--- src/include/erbl_pkg.sv ---
/*
 * Constants and types of the raw boot locator: boot codes, source codes,
 * slot geometry, image directory word layout and the sector read carrier.
 * Assumes a sector read engine outside that streams 32-bit words.
 */
// Overview of operation
// RL1: Embedded card read raw, no file system
// RL2: Image may start at four 128KB slots
// RL3: Image length never checked or rejected
// RL4: Probe sectors 0, 256, 512, 768 for directory
// RL5: Config header first, image header follows
// RL6: Void config header with cleared flag accepted
// RL7: Four-bit bus during boot, eight after
// RL8: Sample boot pins once after reset
// RL9: Button low bit makes removable card preferred; code has no such order, any pin code but the two boot codes fails
// RL10: Embedded on second port, removable on first
// RL11: Outside override drive gated by board reset
// RL12: Two boot codes give two device orders
// RL13: No directory found, try next device
package erbl_pkg;
    localparam logic [4:0] BOOT_CODE_EMBEDDED = 5'h1C;
    localparam logic [4:0] BOOT_CODE_SPI = 5'h18;
    localparam logic [4:0] BOOT_CODE_RESET = 5'h1C;

    typedef enum logic [2:0] {
        SRC_NONE = 3'b000,
        SRC_EMBEDDED = 3'b001,
        SRC_REMOVABLE = 3'b010,
        SRC_SERIAL = 3'b011,
        SRC_USB = 3'b100,
        SRC_SPI_FLASH = 3'b101
    } erbl_src_type;

    localparam logic PORT_EMBEDDED = 1'b1;
    localparam logic PORT_REMOVABLE = 1'b0;
    localparam logic [1:0] ORDER_LAST = 2'h3;

    localparam logic [1:0] SLOT_LAST = 2'h3;
    localparam logic [31:0] SLOT_SECTORS = 32'h0000_0100;
    localparam logic [31:0] SLOT_BYTES = 32'h0002_0000;
    localparam logic [31:0] SECTOR_BYTES = 32'h0000_0200;

    localparam logic [6:0] WORD_DIR_START = 7'h00;
    localparam logic [6:0] WORD_DIR_SIZE = 7'h01;
    localparam logic [6:0] WORD_DIR_NAME = 7'h05;
    localparam logic [6:0] WORD_SETTINGS = 7'h08;
    localparam logic [6:0] WORD_LAST = 7'h7F;
    localparam logic [31:0] WORD_ERASED = 32'hFFFF_FFFF;
    localparam logic [31:0] WORD_BLANK = 32'h0000_0000;
    localparam int SETTINGS_VALID_BIT = 0;

    typedef struct packed {
        logic valid;
        logic last;
        logic err;
        logic [31:0] data;
    } erbl_rd_type;

    typedef struct packed {
        logic req;
        logic port;
        logic [31:0] sector;
    } erbl_rq_type;
endpackage

--- src/erbl_locator.sv ---
/*
 * Boot source selection and raw image locating on the card ports.
 * Assumes a sector read engine on the same clock that takes one request,
 * streams 128 words of the sector, marks the last, or flags an error.
 */
`timescale 1ns/1ps
`default_nettype none
module erbl_locator #(
    parameter logic [31:0] DIR_NAME_TAG = 32'h1234_5678 // Arbitrary value
) (
    input wire logic CLK,
    input wire logic RST_N,
    input wire logic [4:0] BOOT_CFG_PINS,
    input wire erbl_pkg::erbl_rd_type RD,
    input wire logic WIDEN_REQ,
    output erbl_pkg::erbl_rq_type RQ,
    output logic BUS_WIDE_8,
    output erbl_pkg::erbl_src_type BOOT_SRC,
    output logic [31:0] IMAGE_OFFSET,
    output logic IMAGE_FOUND,
    output logic BOOT_DONE,
    output logic BOOT_FAIL
);
    import erbl_pkg::*;

    typedef enum logic [2:0] {
        ST_SAMPLE = 3'b000,
        ST_PICK = 3'b001,
        ST_REQ = 3'b010,
        ST_READ = 3'b011,
        ST_CHECK = 3'b100,
        ST_NEXT = 3'b101,
        ST_DONE = 3'b110
    } erbl_state_type;

    function automatic erbl_src_type order_src(input logic [4:0] code,
                                               input logic [1:0] idx);
        erbl_src_type s;
        s = SRC_NONE;
        if (code == BOOT_CODE_EMBEDDED) begin
            case (idx)
                2'h0: s = SRC_EMBEDDED;
                2'h1: s = SRC_REMOVABLE;
                2'h2: s = SRC_SERIAL;
                default: s = SRC_USB;
            endcase
        end else if (code == BOOT_CODE_SPI) begin
            case (idx)
                2'h0: s = SRC_SPI_FLASH;
                2'h1: s = SRC_REMOVABLE;
                2'h2: s = SRC_USB;
                default: s = SRC_SERIAL;
            endcase
        end
        return s;
    endfunction

    logic [4:0] pins_m_q;
    logic [4:0] pins_s_q;
    logic [4:0] code_q;
    erbl_state_type state_q;
    logic [1:0] order_q;
    logic [1:0] slot_q;
    logic [6:0] word_q;
    logic start_ok_q;
    logic name_ok_q;
    logic rd_err_q;
    erbl_rq_type rq_q;
    logic wide_q;
    erbl_src_type src_q;
    logic [31:0] offset_q;
    logic found_q;
    logic done_q;
    logic fail_q;

    wire erbl_src_type cur_src = order_src(code_q, order_q);
    wire cur_is_card = (cur_src == SRC_EMBEDDED) ||
                       (cur_src == SRC_REMOVABLE);
    wire cur_port = (cur_src == SRC_EMBEDDED) ? PORT_EMBEDDED
                                              : PORT_REMOVABLE; // see RL10
    // Raw sector number, slot times 256; no file system walk. see RL1 RL4
    wire [31:0] probe_sector = SLOT_SECTORS * {30'h0, slot_q};
    wire [31:0] slot_offset = SLOT_BYTES * {30'h0, slot_q}; // see RL2
    wire word_start_bad = (RD.data == WORD_BLANK) ||
                          (RD.data == WORD_ERASED);
    // Directory first entry must point at a config header. see RL5
    wire dir_valid = start_ok_q && name_ok_q && !rd_err_q;
    wire last_slot = (slot_q == SLOT_LAST);
    wire last_order = (order_q == ORDER_LAST);

    always_ff @(posedge CLK) begin
        pins_m_q <= BOOT_CFG_PINS;
        pins_s_q <= pins_m_q;
    end

    always_ff @(posedge CLK) begin
        if (!RST_N) begin
            state_q <= ST_SAMPLE;
            code_q <= BOOT_CODE_RESET;
            order_q <= 2'h0;
            slot_q <= 2'h0;
            word_q <= 7'h00;
            start_ok_q <= 1'b0;
            name_ok_q <= 1'b0;
            rd_err_q <= 1'b0;
            rq_q <= '0;
            wide_q <= 1'b0;
            src_q <= SRC_NONE;
            offset_q <= 32'h0000_0000;
            found_q <= 1'b0;
            done_q <= 1'b0;
            fail_q <= 1'b0;
        end else begin
            rq_q.req <= 1'b0;
            case (state_q)
                ST_SAMPLE: begin
                    // Captured once; later pin changes are ignored.
                    // see RL8 RL9 RL11
                    code_q <= pins_s_q;
                    state_q <= ST_PICK;
                end
                ST_PICK: begin
                    slot_q <= 2'h0;
                    src_q <= cur_src; // see RL12
                    if (cur_src == SRC_NONE) begin
                        fail_q <= 1'b1;
                        done_q <= 1'b1;
                        state_q <= ST_DONE;
                    end else if (cur_is_card) begin
                        state_q <= ST_REQ;
                    end else begin
                        // Non-card loaders live elsewhere; hand off.
                        done_q <= 1'b1;
                        state_q <= ST_DONE;
                    end
                end
                ST_REQ: begin
                    rq_q.req <= 1'b1;
                    rq_q.port <= cur_port;
                    rq_q.sector <= probe_sector; // see RL4
                    word_q <= 7'h00;
                    start_ok_q <= 1'b0;
                    name_ok_q <= 1'b0;
                    rd_err_q <= 1'b0;
                    state_q <= ST_READ;
                end
                ST_READ: begin
                    if (RD.valid) begin
                        word_q <= word_q + 7'h01;
                        if (word_q == WORD_DIR_START) begin
                            start_ok_q <= !word_start_bad;
                        end
                        if (word_q == WORD_DIR_NAME) begin
                            name_ok_q <= (RD.data == DIR_NAME_TAG);
                        end
                        // Settings valid flag may be either value, so a
                        // void header still passes. see RL6
                        if (RD.err) begin
                            rd_err_q <= 1'b1;
                        end
                        if (RD.last || RD.err || word_q == WORD_LAST) begin
                            state_q <= ST_CHECK;
                        end
                    end
                end
                ST_CHECK: begin
                    if (dir_valid) begin
                        // Size word is not compared against the slot
                        // span; overlap into the next slot is allowed.
                        // see RL3
                        offset_q <= slot_offset;
                        found_q <= 1'b1;
                        done_q <= 1'b1;
                        state_q <= ST_DONE;
                    end else if (last_slot) begin
                        state_q <= ST_NEXT; // see RL13
                    end else begin
                        slot_q <= slot_q + 2'h1;
                        state_q <= ST_REQ;
                    end
                end
                ST_NEXT: begin
                    if (last_order) begin
                        src_q <= SRC_NONE;
                        fail_q <= 1'b1;
                        done_q <= 1'b1;
                        state_q <= ST_DONE;
                    end else begin
                        order_q <= order_q + 2'h1;
                        state_q <= ST_PICK;
                    end
                end
                ST_DONE: begin
                    // Eight-bit bus only once boot has finished. see RL7
                    if (WIDEN_REQ && found_q) begin
                        wide_q <= 1'b1;
                    end
                end
                default: begin
                    state_q <= ST_SAMPLE;
                end
            endcase
        end
    end

    assign RQ = rq_q;
    assign BUS_WIDE_8 = wide_q;
    assign BOOT_SRC = src_q;
    assign IMAGE_OFFSET = offset_q;
    assign IMAGE_FOUND = found_q;
    assign BOOT_DONE = done_q;
    assign BOOT_FAIL = fail_q;
endmodule
`default_nettype wire

--- config.mk ---
export PLATFORM = sky130hd
export DESIGN_NAME = erbl_locator
export DESIGN_NICKNAME = d
export VERILOG_FILES = /design/src/include/erbl_pkg.sv /design/src/erbl_locator.sv
export SDC_FILE = /design/constraint.sdc
export NUM_CORES = 1
export LEC_CHECK = 0
export BUFFER_PORTS_ARGS = -buffer_cell sky130_fd_sc_hd__buf_2
export CAP_MARGIN = 5
export CORE_MARGIN = 2
export CORE_UTILIZATION = 47
export CTS_CLUSTER_DIAMETER = 120
export DETAILED_ROUTE_END_ITERATION = 10
export MAX_ROUTING_LAYER = met4
export PLACE_DENSITY = 0.89
export SETUP_SLACK_MARGIN = 0.1
export SYNTH_ARGS = -nofsm -noshare
export SYNTH_HDL_FRONTEND = slang
export SYNTH_SLANG_ARGS = --single-unit
--- constraint.sdc ---
create_clock -name CLK -period 2.3 [get_ports CLK]
set_clock_uncertainty 0.15 [all_clocks]
set_input_delay 0.115 -clock CLK [delete_from_list [all_inputs] [get_ports CLK]]
set_output_delay 0.115 -clock CLK [all_outputs]
set_load 0.05 [all_outputs]
# Word level (Yosys, flattened, before mapping)
# Cells that the tools add are included.
word_totals:
  input_bits: 43
  ff_bits: 45
classes:
  addsub: 3
  n_eq_ne: 29
  n_reduce_logical: 30
  bitwise_logic: 2
  mux: 37
ops:
  columns: ["operator", "count"]
  rows:
  - ["$mux W34", 1]
  - ["$eq A32 B29 Y1 const B", 1]
  - ["$eq A32 B32 Y1 const B", 1]
  - ["$logic_not A32 Y1", 1]
  - ["$mux W3", 10]
  - ["$pmux W3 S7", 1]
  - ["$ne A2 B2 Y1 const B", 10]
  - ["$pmux W3 S3", 2]
  - ["$reduce_and A3 Y1", 6]
  - ["$pmux W7 S2", 1]
  - ["$mux W1", 12]
  - ["$eq A5 B5 Y1 const B", 2]
  - ["$reduce_and A2 Y1", 5]
  - ["$eq A3 B2 Y1 const B", 3]
  - ["$eq A3 B3 Y1 const B", 3]
  - ["$pmux W1 S2", 4]
  - ["$add A7 B1 Y7 const B", 1]
  - ["$eq A7 B3 Y1 const B", 1]
  - ["$eq A7 B7 Y1 const B", 1]
  - ["$logic_not A7 Y1", 1]
  - ["$mux W7", 1]
  - ["$eq A2 B2 Y1 const B", 3]
  - ["$eq A3 B1 Y1 const B", 2]
  - ["$logic_not A3 Y1", 2]
  - ["15 further kinds", 26]

# Longest topological paths before layout
# Gate-level depths: netlist of run 1.
depth:
  ltp_word: 9
  depth_mapped: 7
  ltp_nobuf: 7

# Least setup slack after synthesis of run 1
# Ideal clock, no wire load.
synth_timing:
  kind: "flip-flop to flip-flop"
  from: "reg order_q[0]"
  to: "reg fail_q, in the netlist BOOT_FAIL"
  stages_incl_launch_ff: 8
  synth_period_minus_slack_ps: 2023
  n_path_buf: 0
  slack_ps: 277
  arrival_time_ps: 1788
  path_cell_list: "dfxtp_1 -> inv_1 -> ha_1 -> or4_1 -> a21oi_1 -> nor2_1 -> o31a_1 -> o31ai_2"
synth_via:
  elab_chain_len: 7
  elab_cells_between_ends: 12
  classes_between: "5 x eq/ne; 4 x mux; 3 x reduce/logical"
synth_lines:
  columns: ["element", "line", "source"]
  rows:
  - ["start: declaration", "erbl_locator.sv:62", "logic [1:0] order_q;"]
  - ["start signal: assignment", "erbl_locator.sv:189", "order_q <= order_q + 2'h1;"]
  - ["$eq A2 B2 Y1 (tied with other cells)", "erbl_locator.sv:41, erbl_locator.sv:48", null]
  - ["$pmux W3 S3", "erbl_locator.sv:48", "case (idx)"]
  - ["$mux W3", "erbl_locator.sv:47", "end else if (code == BOOT_CODE_SPI) begin"]
  - ["$mux W3", "erbl_locator.sv:40", "if (code == BOOT_CODE_EMBEDDED) begin"]
  - ["$logic_not A3 Y1", "erbl_locator.sv:125", "if (cur_src == SRC_NONE) begin"]
  - ["$ne A2 B2 Y1 (no line)", null, null]
  - ["$reduce_and A3 Y1 (no line) (*)", null, null]
  - ["end signal: assignment", "erbl_locator.sv:112", "fail_q <= 1'b0;"]
  - ["end signal: assignment", "erbl_locator.sv:126", "fail_q <= 1'b1;"]
  - ["end signal: assignment", "erbl_locator.sv:185", "fail_q <= 1'b1;"]
  - ["end: declaration", "erbl_locator.sv:74", "logic fail_q;"]
# Mark *: on every way between the ends. The rest lies on a longest branch, timed or not.
# A chain may end at the register's enable or synchronous reset.

# Worst setup path after layout of run 1
# Ends and elaborated chain as after synthesis.

==> impl_metrics.tcl, run 1 <==
set metrics [dict create \
    crit_family "compound AO/OA/AOI/OAI gates" \
    dpl.cell_count 416 \
    power.total_w 0.002301 \
    syn_inst 297 \
    grt_first_pass_wirelength_mm 7.872 \
    power.density_mw_per_mm2 815.1 \
    avgViaCountPerCell 4.889 \
    synth_seq_area_share 0.3595 \
    dp_hpwl_mm 3.766 \
    p_clk_frac 0.271 \
    area_growth_pct 12.63 \
    drc 0 \
    cts-root-buf "clkbuf_8" \
    core_area_mm2 0.005140 \
    row_count 26 \
    hold_class "in -> reg" \
    insertion_delay_ns 0.31 \
    cp.arrival_ns 2.15 \
    peakVddDrop_mv 0.5163 \
    postRouteWirelength_mm 4.920 \
    worst_slew_pin_slew_ns 0.7626 \
    fin_cells 431 \
    ys_seq_elements 45 \
    synth_area_mm2 0.002506 \
    avgRoutedWirePerCell_um 11.42 \
    antenna_found_initial 0 \
    layout_common_cells "60 x conb_1, 55 x buf_2, 43 x dfxtp_1" \
    leakagePower_nw 1.279 \
    intPower_w 0.001394 \
    combPwrFrac 0.325 \
    track_usage 0.1664 \
    worst-path-buf-inv 1 \
    htreeDepth 2 \
    yosysWarnings 0 \
    switching_share 0.3942 \
    status "complete, no violations" \
    fin_ws_ns 0.2188 \
    cp.required_ns 2.37 \
    max_slew_margin 0.4910 \
    antenna_cells 0 \
    gp_congestion 0.8940 \
    synth_ff_type "dfxtp_1" \
    pwr-share-seq 0.404 \
    cp_slowest_stage_delay_ns 0.50 \
    syn_area_per_cell_um2 8.438 \
    cap_viol_max_count 0 \
    critical-path-slowest-cell "or4_4" \
    dieArea_mm2 0.005932 \
    path_cells "inv_1, ha_1, or4_4, a21oi_2, nor2_1, o31a_1, o31ai_2" \
    endpoint_kind "flip-flop" \
    finalCriticalPeriod_ns 2.081 \
    synthArstFlopShare 0 \
    fmax_mhz 480.5 \
    crit_path_start_kind "flip-flop" \
    worstSetupPathType "reg -> reg" \
    rsz0062_at_grt "no" \
    fin_crit_sh 0.9049 \
    setup_tns_ns 0 \
    final_common_cell "conb_1" \
    place_ws_ns 0.1107 \
    ys_types 49 \
    final-max-slew-violation-count 0 \
    switching_power_w 0.0009068 \
    setup_violations 0 \
    post_cts_buffers 0 \
    drive_above_1_share 0.2133 \
    die_w_um 77.02 \
    tritoncts "done" \
    synth_edf_count 0 \
    grt_pass1_vias 1897 \
    ctsLongestPathBuffers 2 \
    route.vias.total 2107 \
    cp_max_fo 4 \
    drtIter0Drc 95 \
    cts_inserted_buffers 5 \
    grt_max_degree 25 \
    ant_nets 0 \
    io_pins 116 \
    grt_overflow 0 \
    initial_core_util 0.4876 \
    dieHeight_um 77.02 \
    firstDrtPassIters 4 \
    cts_sinks 45 \
    hold_viol 0 \
    path_clk_slew_ns 0.09 \
    finalNetCount 411 \
    io_buffers 55 \
]
## layer usage
layer	share of wire	global-route usage	routed length (µm)
met4	0.013	0.08393	65
met1	0.42	0.1850	2068
met5	0	-	0
met3	0.078	0.03412	382
met2	0.49	0.2833	2404
## synth_stat cells, drive strengths merged, types with 2 or more instances
master | instances | area, µm²
nor4 | 10 | 62.56
mux2i | 8 | 80.08
ha | 8 | 100.1
nand4 | 9 | 56.30
nand3b | 6 | 45.04
xnor2 | 3 | 26.28
clkbuf | 3 | 11.26
buf | 64 | 473.0
or4 | 3 | 22.52
inv | 9 | 33.78
nor3b | 2 | 15.01
nor3 | 6 | 35.03
a22oi | 2 | 15.01
nand3 | 8 | 40.04
nand2 | 25 | 93.84
nor2 | 28 | 105.1
nand2b | 4 | 25.02
a41oi | 2 | 17.52
a21oi | 16 | 80.08
xor2 | 2 | 17.52
nor2b | 3 | 18.77
o21ai | 7 | 35.03
dfxtp | 45 | 900.9
## registers in the layout, indices dropped and copies added, names as in the netlist
register,flops
slot_q,2
pins_s_q,5
code_q,5
pins_m_q,5
start_ok_q,1
RQ,4
order_q,2
IMAGE_OFFSET,2
rd_err_q,1
BOOT_DONE,1
BUS_WIDE_8,1
IMAGE_FOUND,1
BOOT_FAIL,1
name_ok_q,1
BOOT_SRC,3
word_q,7
state_q,3
## through the flow
stage          utilization  hold slack, ns  instance area, µm²
6_report            0.5492         0.03172                2823
4_1_cts             0.5465         0.03319                2809
2_1_floorplan            -       -0.007283                2728
5_1_grt             0.5492         0.06574                2823
3_5_place_dp        0.5100         0.06859                2621
3_3_place_gp        0.5100         0.06705                2621
## power groups by stage
stage,Combinational [W],Clock (W),Sequential [W]
3_3_place_gp,0.000711,0,0.000939
2_1_floorplan,0.000621,0,0.000975
3_5_place_dp,0.000724,0,0.000945
4_1_cts,0.000737,0.000626,0.000928
5_1_grt,0.000799,0.000658,0.000939
6_report,0.000747,0.000623,0.000930
## logic make-up (layout without fill, tap and decap cells)
group | Yosys count | in the layout | synth area share
and+or+nand+nor | 111 | 111 | 0.2287
buffers and inverters | 76 | 81 | 0.2067
DFF | 45 | 45 | 0.3595
AOI/OAI and AO/OA | 42 | 42 | 0.1098
muxes | 9 | 9 | 0.03645
adders and majority gates | 8 | 8 | 0.03994
xor gates and xnor gates | 5 | 5 | 0.01748
other | 1 | 60 | 0.001496
## cell type report
class                   count  area, µm²
clock buffers               5      68.82
clock inverters             3      47.55
fillers                   483       2317
inverters                   9      33.78
multi-input cells         235       1319
flip-flops and latches     45      905.9
well taps                  70      87.58
repair buffers             64      360.3
## worst reg2reg max path, stage by stage, from the launching register on
cell     delay [ns]
dfxtp_4        0.37
inv_1          0.06
ha_1           0.23
or4_4          0.50
a21oi_2        0.16
nor2_1         0.06
o31a_1         0.28
o31ai_2        0.18
## repair_timing
item,in CTS,in global routing
hold buffers,7,0
cloned,0,0
pin swaps,0,0
endpoints found under the setup margin,1,1
endpoints found under the hold margin,10,0
gates resized for setup,1,5
## final timing paths
kind,start,to,slack (ns),cells past startpoint
max,order_q[0],BOOT_FAIL,0.22,7
min,RD[32],rd_err_q,0.03,4
max reg2reg,order_q[0],BOOT_FAIL,0.22,7
min reg2reg,pins_m_q[2],pins_s_q[2],0.18,0
Note: power is estimated with default switching activity, not from simulation.
==> run 2: changes to the inputs <==
--- a/config.mk
+++ b/config.mk
@@ -8,11 +8,11 @@
 export BUFFER_PORTS_ARGS = -buffer_cell sky130_fd_sc_hd__buf_2
 export CAP_MARGIN = 5
 export CORE_MARGIN = 2
-export CORE_UTILIZATION = 47
+export CORE_UTILIZATION = 41
 export CTS_CLUSTER_DIAMETER = 120
 export DETAILED_ROUTE_END_ITERATION = 10
 export MAX_ROUTING_LAYER = met4
-export PLACE_DENSITY = 0.89
+export PLACE_DENSITY = 0.81
 export SETUP_SLACK_MARGIN = 0.1
 export SYNTH_ARGS = -nofsm -noshare
 export SYNTH_HDL_FRONTEND = slang
==> impl_metrics.tcl, run 2 (synthesis gave the netlist of run 1 again) <==
set metrics [dict create \
    cp.required_ns 2.37 \
    power.density_mw_per_mm2 798.4 \
    p_clk_frac 0.262 \
    switching_power_w 0.0008692 \
    pwr-share-seq 0.410 \
    top_register "word_q" \
    grt_overflow 0 \
    dpl.cell_count 421 \
    die_w_um 82.18 \
    layout_common_cells "60 x conb_1, 55 x buf_2, 43 x dfxtp_1" \
    track_usage 0.1548 \
    endpoint_kind "flip-flop" \
    grt_first_pass_wirelength_mm 7.983 \
    setup_violations 0 \
    crit_family "compound AO/OA/AOI/OAI gates" \
    postRouteWirelength_mm 4.793 \
    switching_share 0.3858 \
    worst-path-buf-inv 1 \
    final_common_cell "conb_1" \
    hold_class "in -> reg" \
    drive_above_1_share 0.2078 \
    fin_cells 436 \
    combPwrFrac 0.328 \
    post_cts_buffers 0 \
    worst_slew_pin_slew_ns 0.7373 \
    htreeDepth 2 \
    area_growth_pct 12.58 \
    row_count 28 \
    cap_viol_max_count 0 \
    avgRoutedWirePerCell_um 10.99 \
    io_buffers 55 \
    finalNetCount 411 \
    tritoncts "done" \
    final-max-slew-violation-count 0 \
    grt_max_degree 25 \
    intPower_w 0.001384 \
    gp_congestion 0.9171 \
    path_clk_slew_ns 0.08 \
    drc 0 \
    ctsLongestPathBuffers 2 \
    cts_sinks 45 \
    critical-path-slowest-cell "or4_4" \
    cp.arrival_ns 2.16 \
    fin_crit_sh 0.9110 \
    path_cells "inv_1, ha_1, or4_4, a21oi_1, nor2_1, o31a_1, o31ai_2" \
    leakagePower_nw 1.275 \
    fmax_mhz 477.3 \
    initial_core_util 0.4233 \
    cts_inserted_buffers 5 \
    cp_max_fo 4 \
    status "complete, no violations" \
    drtIter0Drc 67 \
    max_slew_margin 0.5079 \
    ant_nets 0 \
    finalCriticalPeriod_ns 2.095 \
    io_pins 116 \
    hold_viol 0 \
    route.vias.total 2063 \
    antenna_found_initial 0 \
    cts-root-buf "clkbuf_8" \
    avgViaCountPerCell 4.732 \
    grt_pass1_vias 1912 \
    dp_hpwl_mm 3.861 \
    peakVddDrop_mv 0.6534 \
    antenna_cells 0 \
    dieArea_mm2 0.006754 \
    core_area_mm2 0.005921 \
    setup_tns_ns 0 \
    rsz0062_at_grt "no" \
    largest_register_ffs 7 \
    cp_slowest_stage_delay_ns 0.53 \
    dieHeight_um 82.18 \
    crit_path_start_kind "flip-flop" \
    firstDrtPassIters 4 \
    insertion_delay_ns 0.30 \
    worstSetupPathType "reg -> reg" \
]
==> run 2: stage by stage <==
step                      worst slack [ns]    util  power [W]  instance area, µm²  hold WS [ns]
after global routing               0.09690  0.4765   0.002383                2821       0.05382
after detailed placement            0.1361  0.4438   0.001666                2628       0.06946
after floorplan                     0.2774       -   0.001596                2728     -0.007283
final                               0.2048  0.4765   0.002253                2821       0.03812
after global placement              0.2239  0.4438   0.001651                2628       0.06730
after CTS                           0.1143  0.4751   0.002262                2813       0.03367
==> run 2: routing by layer <==
| metal | routed length (µm) | vias to the layer above | track usage |
|---|---|---|---|
| li1 | - | 1037 | - |
| met1 | 2147 | 938 | 0.1798 |
| met2 | 2335 | 83 | 0.2597 |
| met3 | 256 | 5 | 0.03478 |
| met4 | 54 | 0 | 0.06000 |
| met5 | 0 | - | - |
==> run 2: cell type report <==
class,instances,area [µm²]
fill,573,3099
clock buffer,5,68.82
clock inverter,3,46.29
sequential,45,905.9
tap,75,93.84
multi-input combinational,235,1313
timing repair buffer,64,360.3
inverter,9,33.78
==> run 2: power groups by stage <==
stage               registers, W  clock network (W)  logic (W)
finish                  0.000924           0.000591   0.000738
global route            0.000936           0.000634   0.000813
CTS                     0.000923           0.000604   0.000735
detailed placement      0.000942                  0   0.000723
global placement        0.000937                  0   0.000713
floorplan               0.000975                  0   0.000621
==> run 2: path summary, 6_finish.rpt <==
check | from | end | slack (ns) | depth (start not counted)
max | order_q[0] | BOOT_FAIL | 0.20 | 7
min | RD[32] | rd_err_q | 0.04 | 4
max reg2reg | order_q[0] | BOOT_FAIL | 0.20 | 7
min reg2reg | pins_m_q[3] | pins_s_q[3] | 0.18 | 0
==> run 2: worst register-to-register path, stage by stage (launching register included) <==
cell and delay [ns]:
dfxtp_4 0.37, inv_1 0.06, ha_1 0.23, or4_4 0.53
a21oi_1 0.16, nor2_1 0.06, o31a_1 0.28, o31ai_2 0.16
==> run 2: what timing repair did <==
item	in CTS	in global routing
gates resized for setup	0	4
setup endpoints to repair	0	1
hold buffers	7	0
endpoints found under the hold margin	9	0
==> run 3: changes to the inputs <==
--- a/config.mk
+++ b/config.mk
@@ -5,14 +5,15 @@
 export SDC_FILE = /design/constraint.sdc
 export NUM_CORES = 1
 export LEC_CHECK = 0
+export ABC_AREA = 1
 export BUFFER_PORTS_ARGS = -buffer_cell sky130_fd_sc_hd__buf_2
 export CAP_MARGIN = 5
-export CORE_MARGIN = 2
+export CORE_MARGIN = 1
 export CORE_UTILIZATION = 41
 export CTS_CLUSTER_DIAMETER = 120
 export DETAILED_ROUTE_END_ITERATION = 10
 export MAX_ROUTING_LAYER = met4
-export PLACE_DENSITY = 0.81
+export PLACE_DENSITY = 0.8
 export SETUP_SLACK_MARGIN = 0.1
 export SYNTH_ARGS = -nofsm -noshare
 export SYNTH_HDL_FRONTEND = slang
==> impl_metrics.tcl, run 3 <==
set metrics [dict create \
    gp_congestion 0.8960 \
    synth_most_common_cell "buf_4" \
    critical-path-slowest-cell "dlygate4sd3_1" \
    grt_first_pass_wirelength_mm 8.728 \
    setup_violations 0 \
    path_clk_slew_ns 0.08 \
    antenna_found_initial 0 \
    finalCriticalPeriod_ns 1.877 \
    avgViaCountPerCell 4.621 \
    rsz0062_at_grt "no" \
    ys_types 29 \
    row_count 28 \
    final_area_mm2 0.002980 \
    fillCellCount 594 \
    synthArstFlopShare 0 \
    io_buffers 55 \
    ys_seq_elements 45 \
    dieHeight_um 81.83 \
    hold_viol 0 \
    peakVddDrop_mv 0.6462 \
    hold_depth 3 \
    die_w_um 81.83 \
    leakagePower_nw 1.439 \
    tritoncts "done" \
    fin_ws_ns 0.4227 \
    endpoint_kind "flip-flop" \
    grt_pass1_vias 2078 \
    cp_max_fo 2 \
    crit_path_start_kind "input pin" \
    ctsLongestPathBuffers 2 \
    use_met3 0.04000 \
    drive_above_1_share 0.1995 \
    insertion_delay_ns 0.30 \
    ctsResizeCount 0 \
    worstSetupPathType "in -> reg" \
    fin_crit_sh 0.8162 \
    route.vias.total 2338 \
    grt_max_degree 17 \
    r2r_slack_ns 0.53 \
    yosysWarnings 0 \
    netlist.area_leader.share 0.3448 \
    postRouteWirelength_mm 5.218 \
    grtUsageMet1 0.1996 \
    cp_slowest_stage_delay_ns 0.61 \
    fmax_mhz 532.7 \
    grtUsageMet2 0.2909 \
    multi_input_area_mm2 0.001305 \
    worstReg2RegEnd "BOOT_DONE" \
    crit_family "buffers and inverters" \
    initial_core_util 0.4336 \
    cp.required_ns 2.38 \
    hold_class "in -> reg" \
    htreeDepth 2 \
    firstDrtPassIters 4 \
    drc 0 \
    synth_area_leaders "dfxtp_1 34%, buf_4 17%, nor2_1 6.6%" \
    ant_nets 0 \
    power.density_mw_per_mm2 979.2 \
    area_growth_pct 14.08 \
    avgRoutedWirePerCell_um 10.31 \
    r2r_start "order_q[0]" \
    synth_top_area_cell "dfxtp_1" \
    worstHoldEndpoint "BOOT_DONE" \
    final_common_cell "conb_1" \
    core_area_mm2 0.006026 \
    cpMostUsedCell "dlygate4sd3_1" \
    io_pins 116 \
    rr_worst_depth 10 \
    dp_hpwl_mm 4.083 \
    worst-path-buf-inv 3 \
    final_core_util 0.4946 \
    cts_sinks 45 \
    post_dp_cell_area_mm2 0.002760 \
    dieArea_mm2 0.006695 \
    finalNetCount 481 \
    track_usage 0.1724 \
    largest_register_ffs 7 \
    cts_inserted_buffers 5 \
    power.total_w 0.002918 \
    grt_overflow 0 \
    syn_area_per_cell_um2 7.277 \
    setup_tns_ns 0 \
    synth_edf_count 0 \
    layout_common_cells "60 x conb_1, 55 x buf_2, 46 x nor2_1" \
    top_register "word_q" \
    final-max-slew-violation-count 0 \
    regArea_um2 900.9 \
    cap_viol_max_count 0 \
    drtIter0Drc 92 \
    antenna_cells 0 \
    min_from "RST_N" \
    synth_seq_area_share 0.3448 \
    status "complete, no violations" \
    cp.arrival_ns 1.96 \
    path_cells "dlygate4sd3_1, buf_2, nor4_1, dlygate4sd3_1, nand3_1, a21oi_1" \
    cts-root-buf "clkbuf_8" \
    grt_busiest_layer "met2" \
    syn_inst 359 \
    synth_ff_type "dfxtp_1" \
    place_ws_ns 0.5575 \
    synth_area_mm2 0.002613 \
    synthTopCellsByCount "60 x buf_4, 46 x nor2_1, 45 x dfxtp_1" \
]
run 3: cell count changes in the layout (fill, tap and decap cells not counted), moves of 6 or more:
cell	delta
inv_1	+29
a21oi_1	+7
nand3b_1	-6
inv_2	+6
nand3_1	+9
nor2_1	+18
nand2_1	+19
mux2i_1	-8
run 3: cells by family after synthesis:
kind of cell	Yosys count	share of synthesized area
other cells	1	0.001435
fa+ha+maj	8	0.03832
flops	45	0.3448
xor+xnor	1	0.003353
compound gates	43	0.09148
simple gates	154	0.2802
buf+inv	107	0.2404
run 3: worst min-delay path, cell delays in order:
cell    delay [ns]
buf_2         0.09
inv_1         0.12
nor2_1        0.12
run 3: how the worst max path moves through the flow:
stage,cells after the start,slack (ns),endpoint,startpoint
6_report,6,0.42,name_ok_q,RD[23]
2_1_floorplan,10,0.69,BOOT_DONE,order_q[0]
3_5_place_dp,10,0.56,BOOT_DONE,order_q[0]
3_3_place_gp,10,0.63,BOOT_DONE,order_q[0]
5_1_grt,10,0.35,BOOT_DONE,order_q[0]
4_1_cts,6,0.43,name_ok_q,RD[23]
run 3: layout make-up:
type	count	share of cell area
timing repair buffer	67	0.1310
inverter	45	0.05709
tap	75	0.03149
sequential	45	0.3023
clock inverter	2	0.01259
multi-input combinational	266	0.4379
clock buffer	6	0.02771
run 3: stage by stage:
step | std cells | hold slack [ns]
global route | 506 | 0.07703
global placement | 488 | 0.06730
CTS | 506 | 0.02703
floorplan | 418 | -0.007283
detailed placement | 488 | 0.06859
finish | 506 | 0.02461
run 3: repair_timing:
item | 4_1_cts | 5_1_grt
hold buffers | 10 | 0
endpoints found under the hold margin | 10 | 0
setup buffers | 0 | 0
run 3: layer usage:
metal / vias to the layer above / share of wire
met5: - / 0
met4: 0 / 0.0098
met3: 7 / 0.059
met2: 100 / 0.48
met1: 1039 / 0.45
li1: 1192 / -
run 3: where the power goes:
group | switching (W) | leakage [nW] | internal (W)
Sequential | 0.000120 | 0.370 | 0.000925
Combinational | 0.000934 | 1.01 | 0.000322
Clock | 0.000264 | 0.0574 | 0.000353
Total | 0.00132 | 1.44 | 0.00160
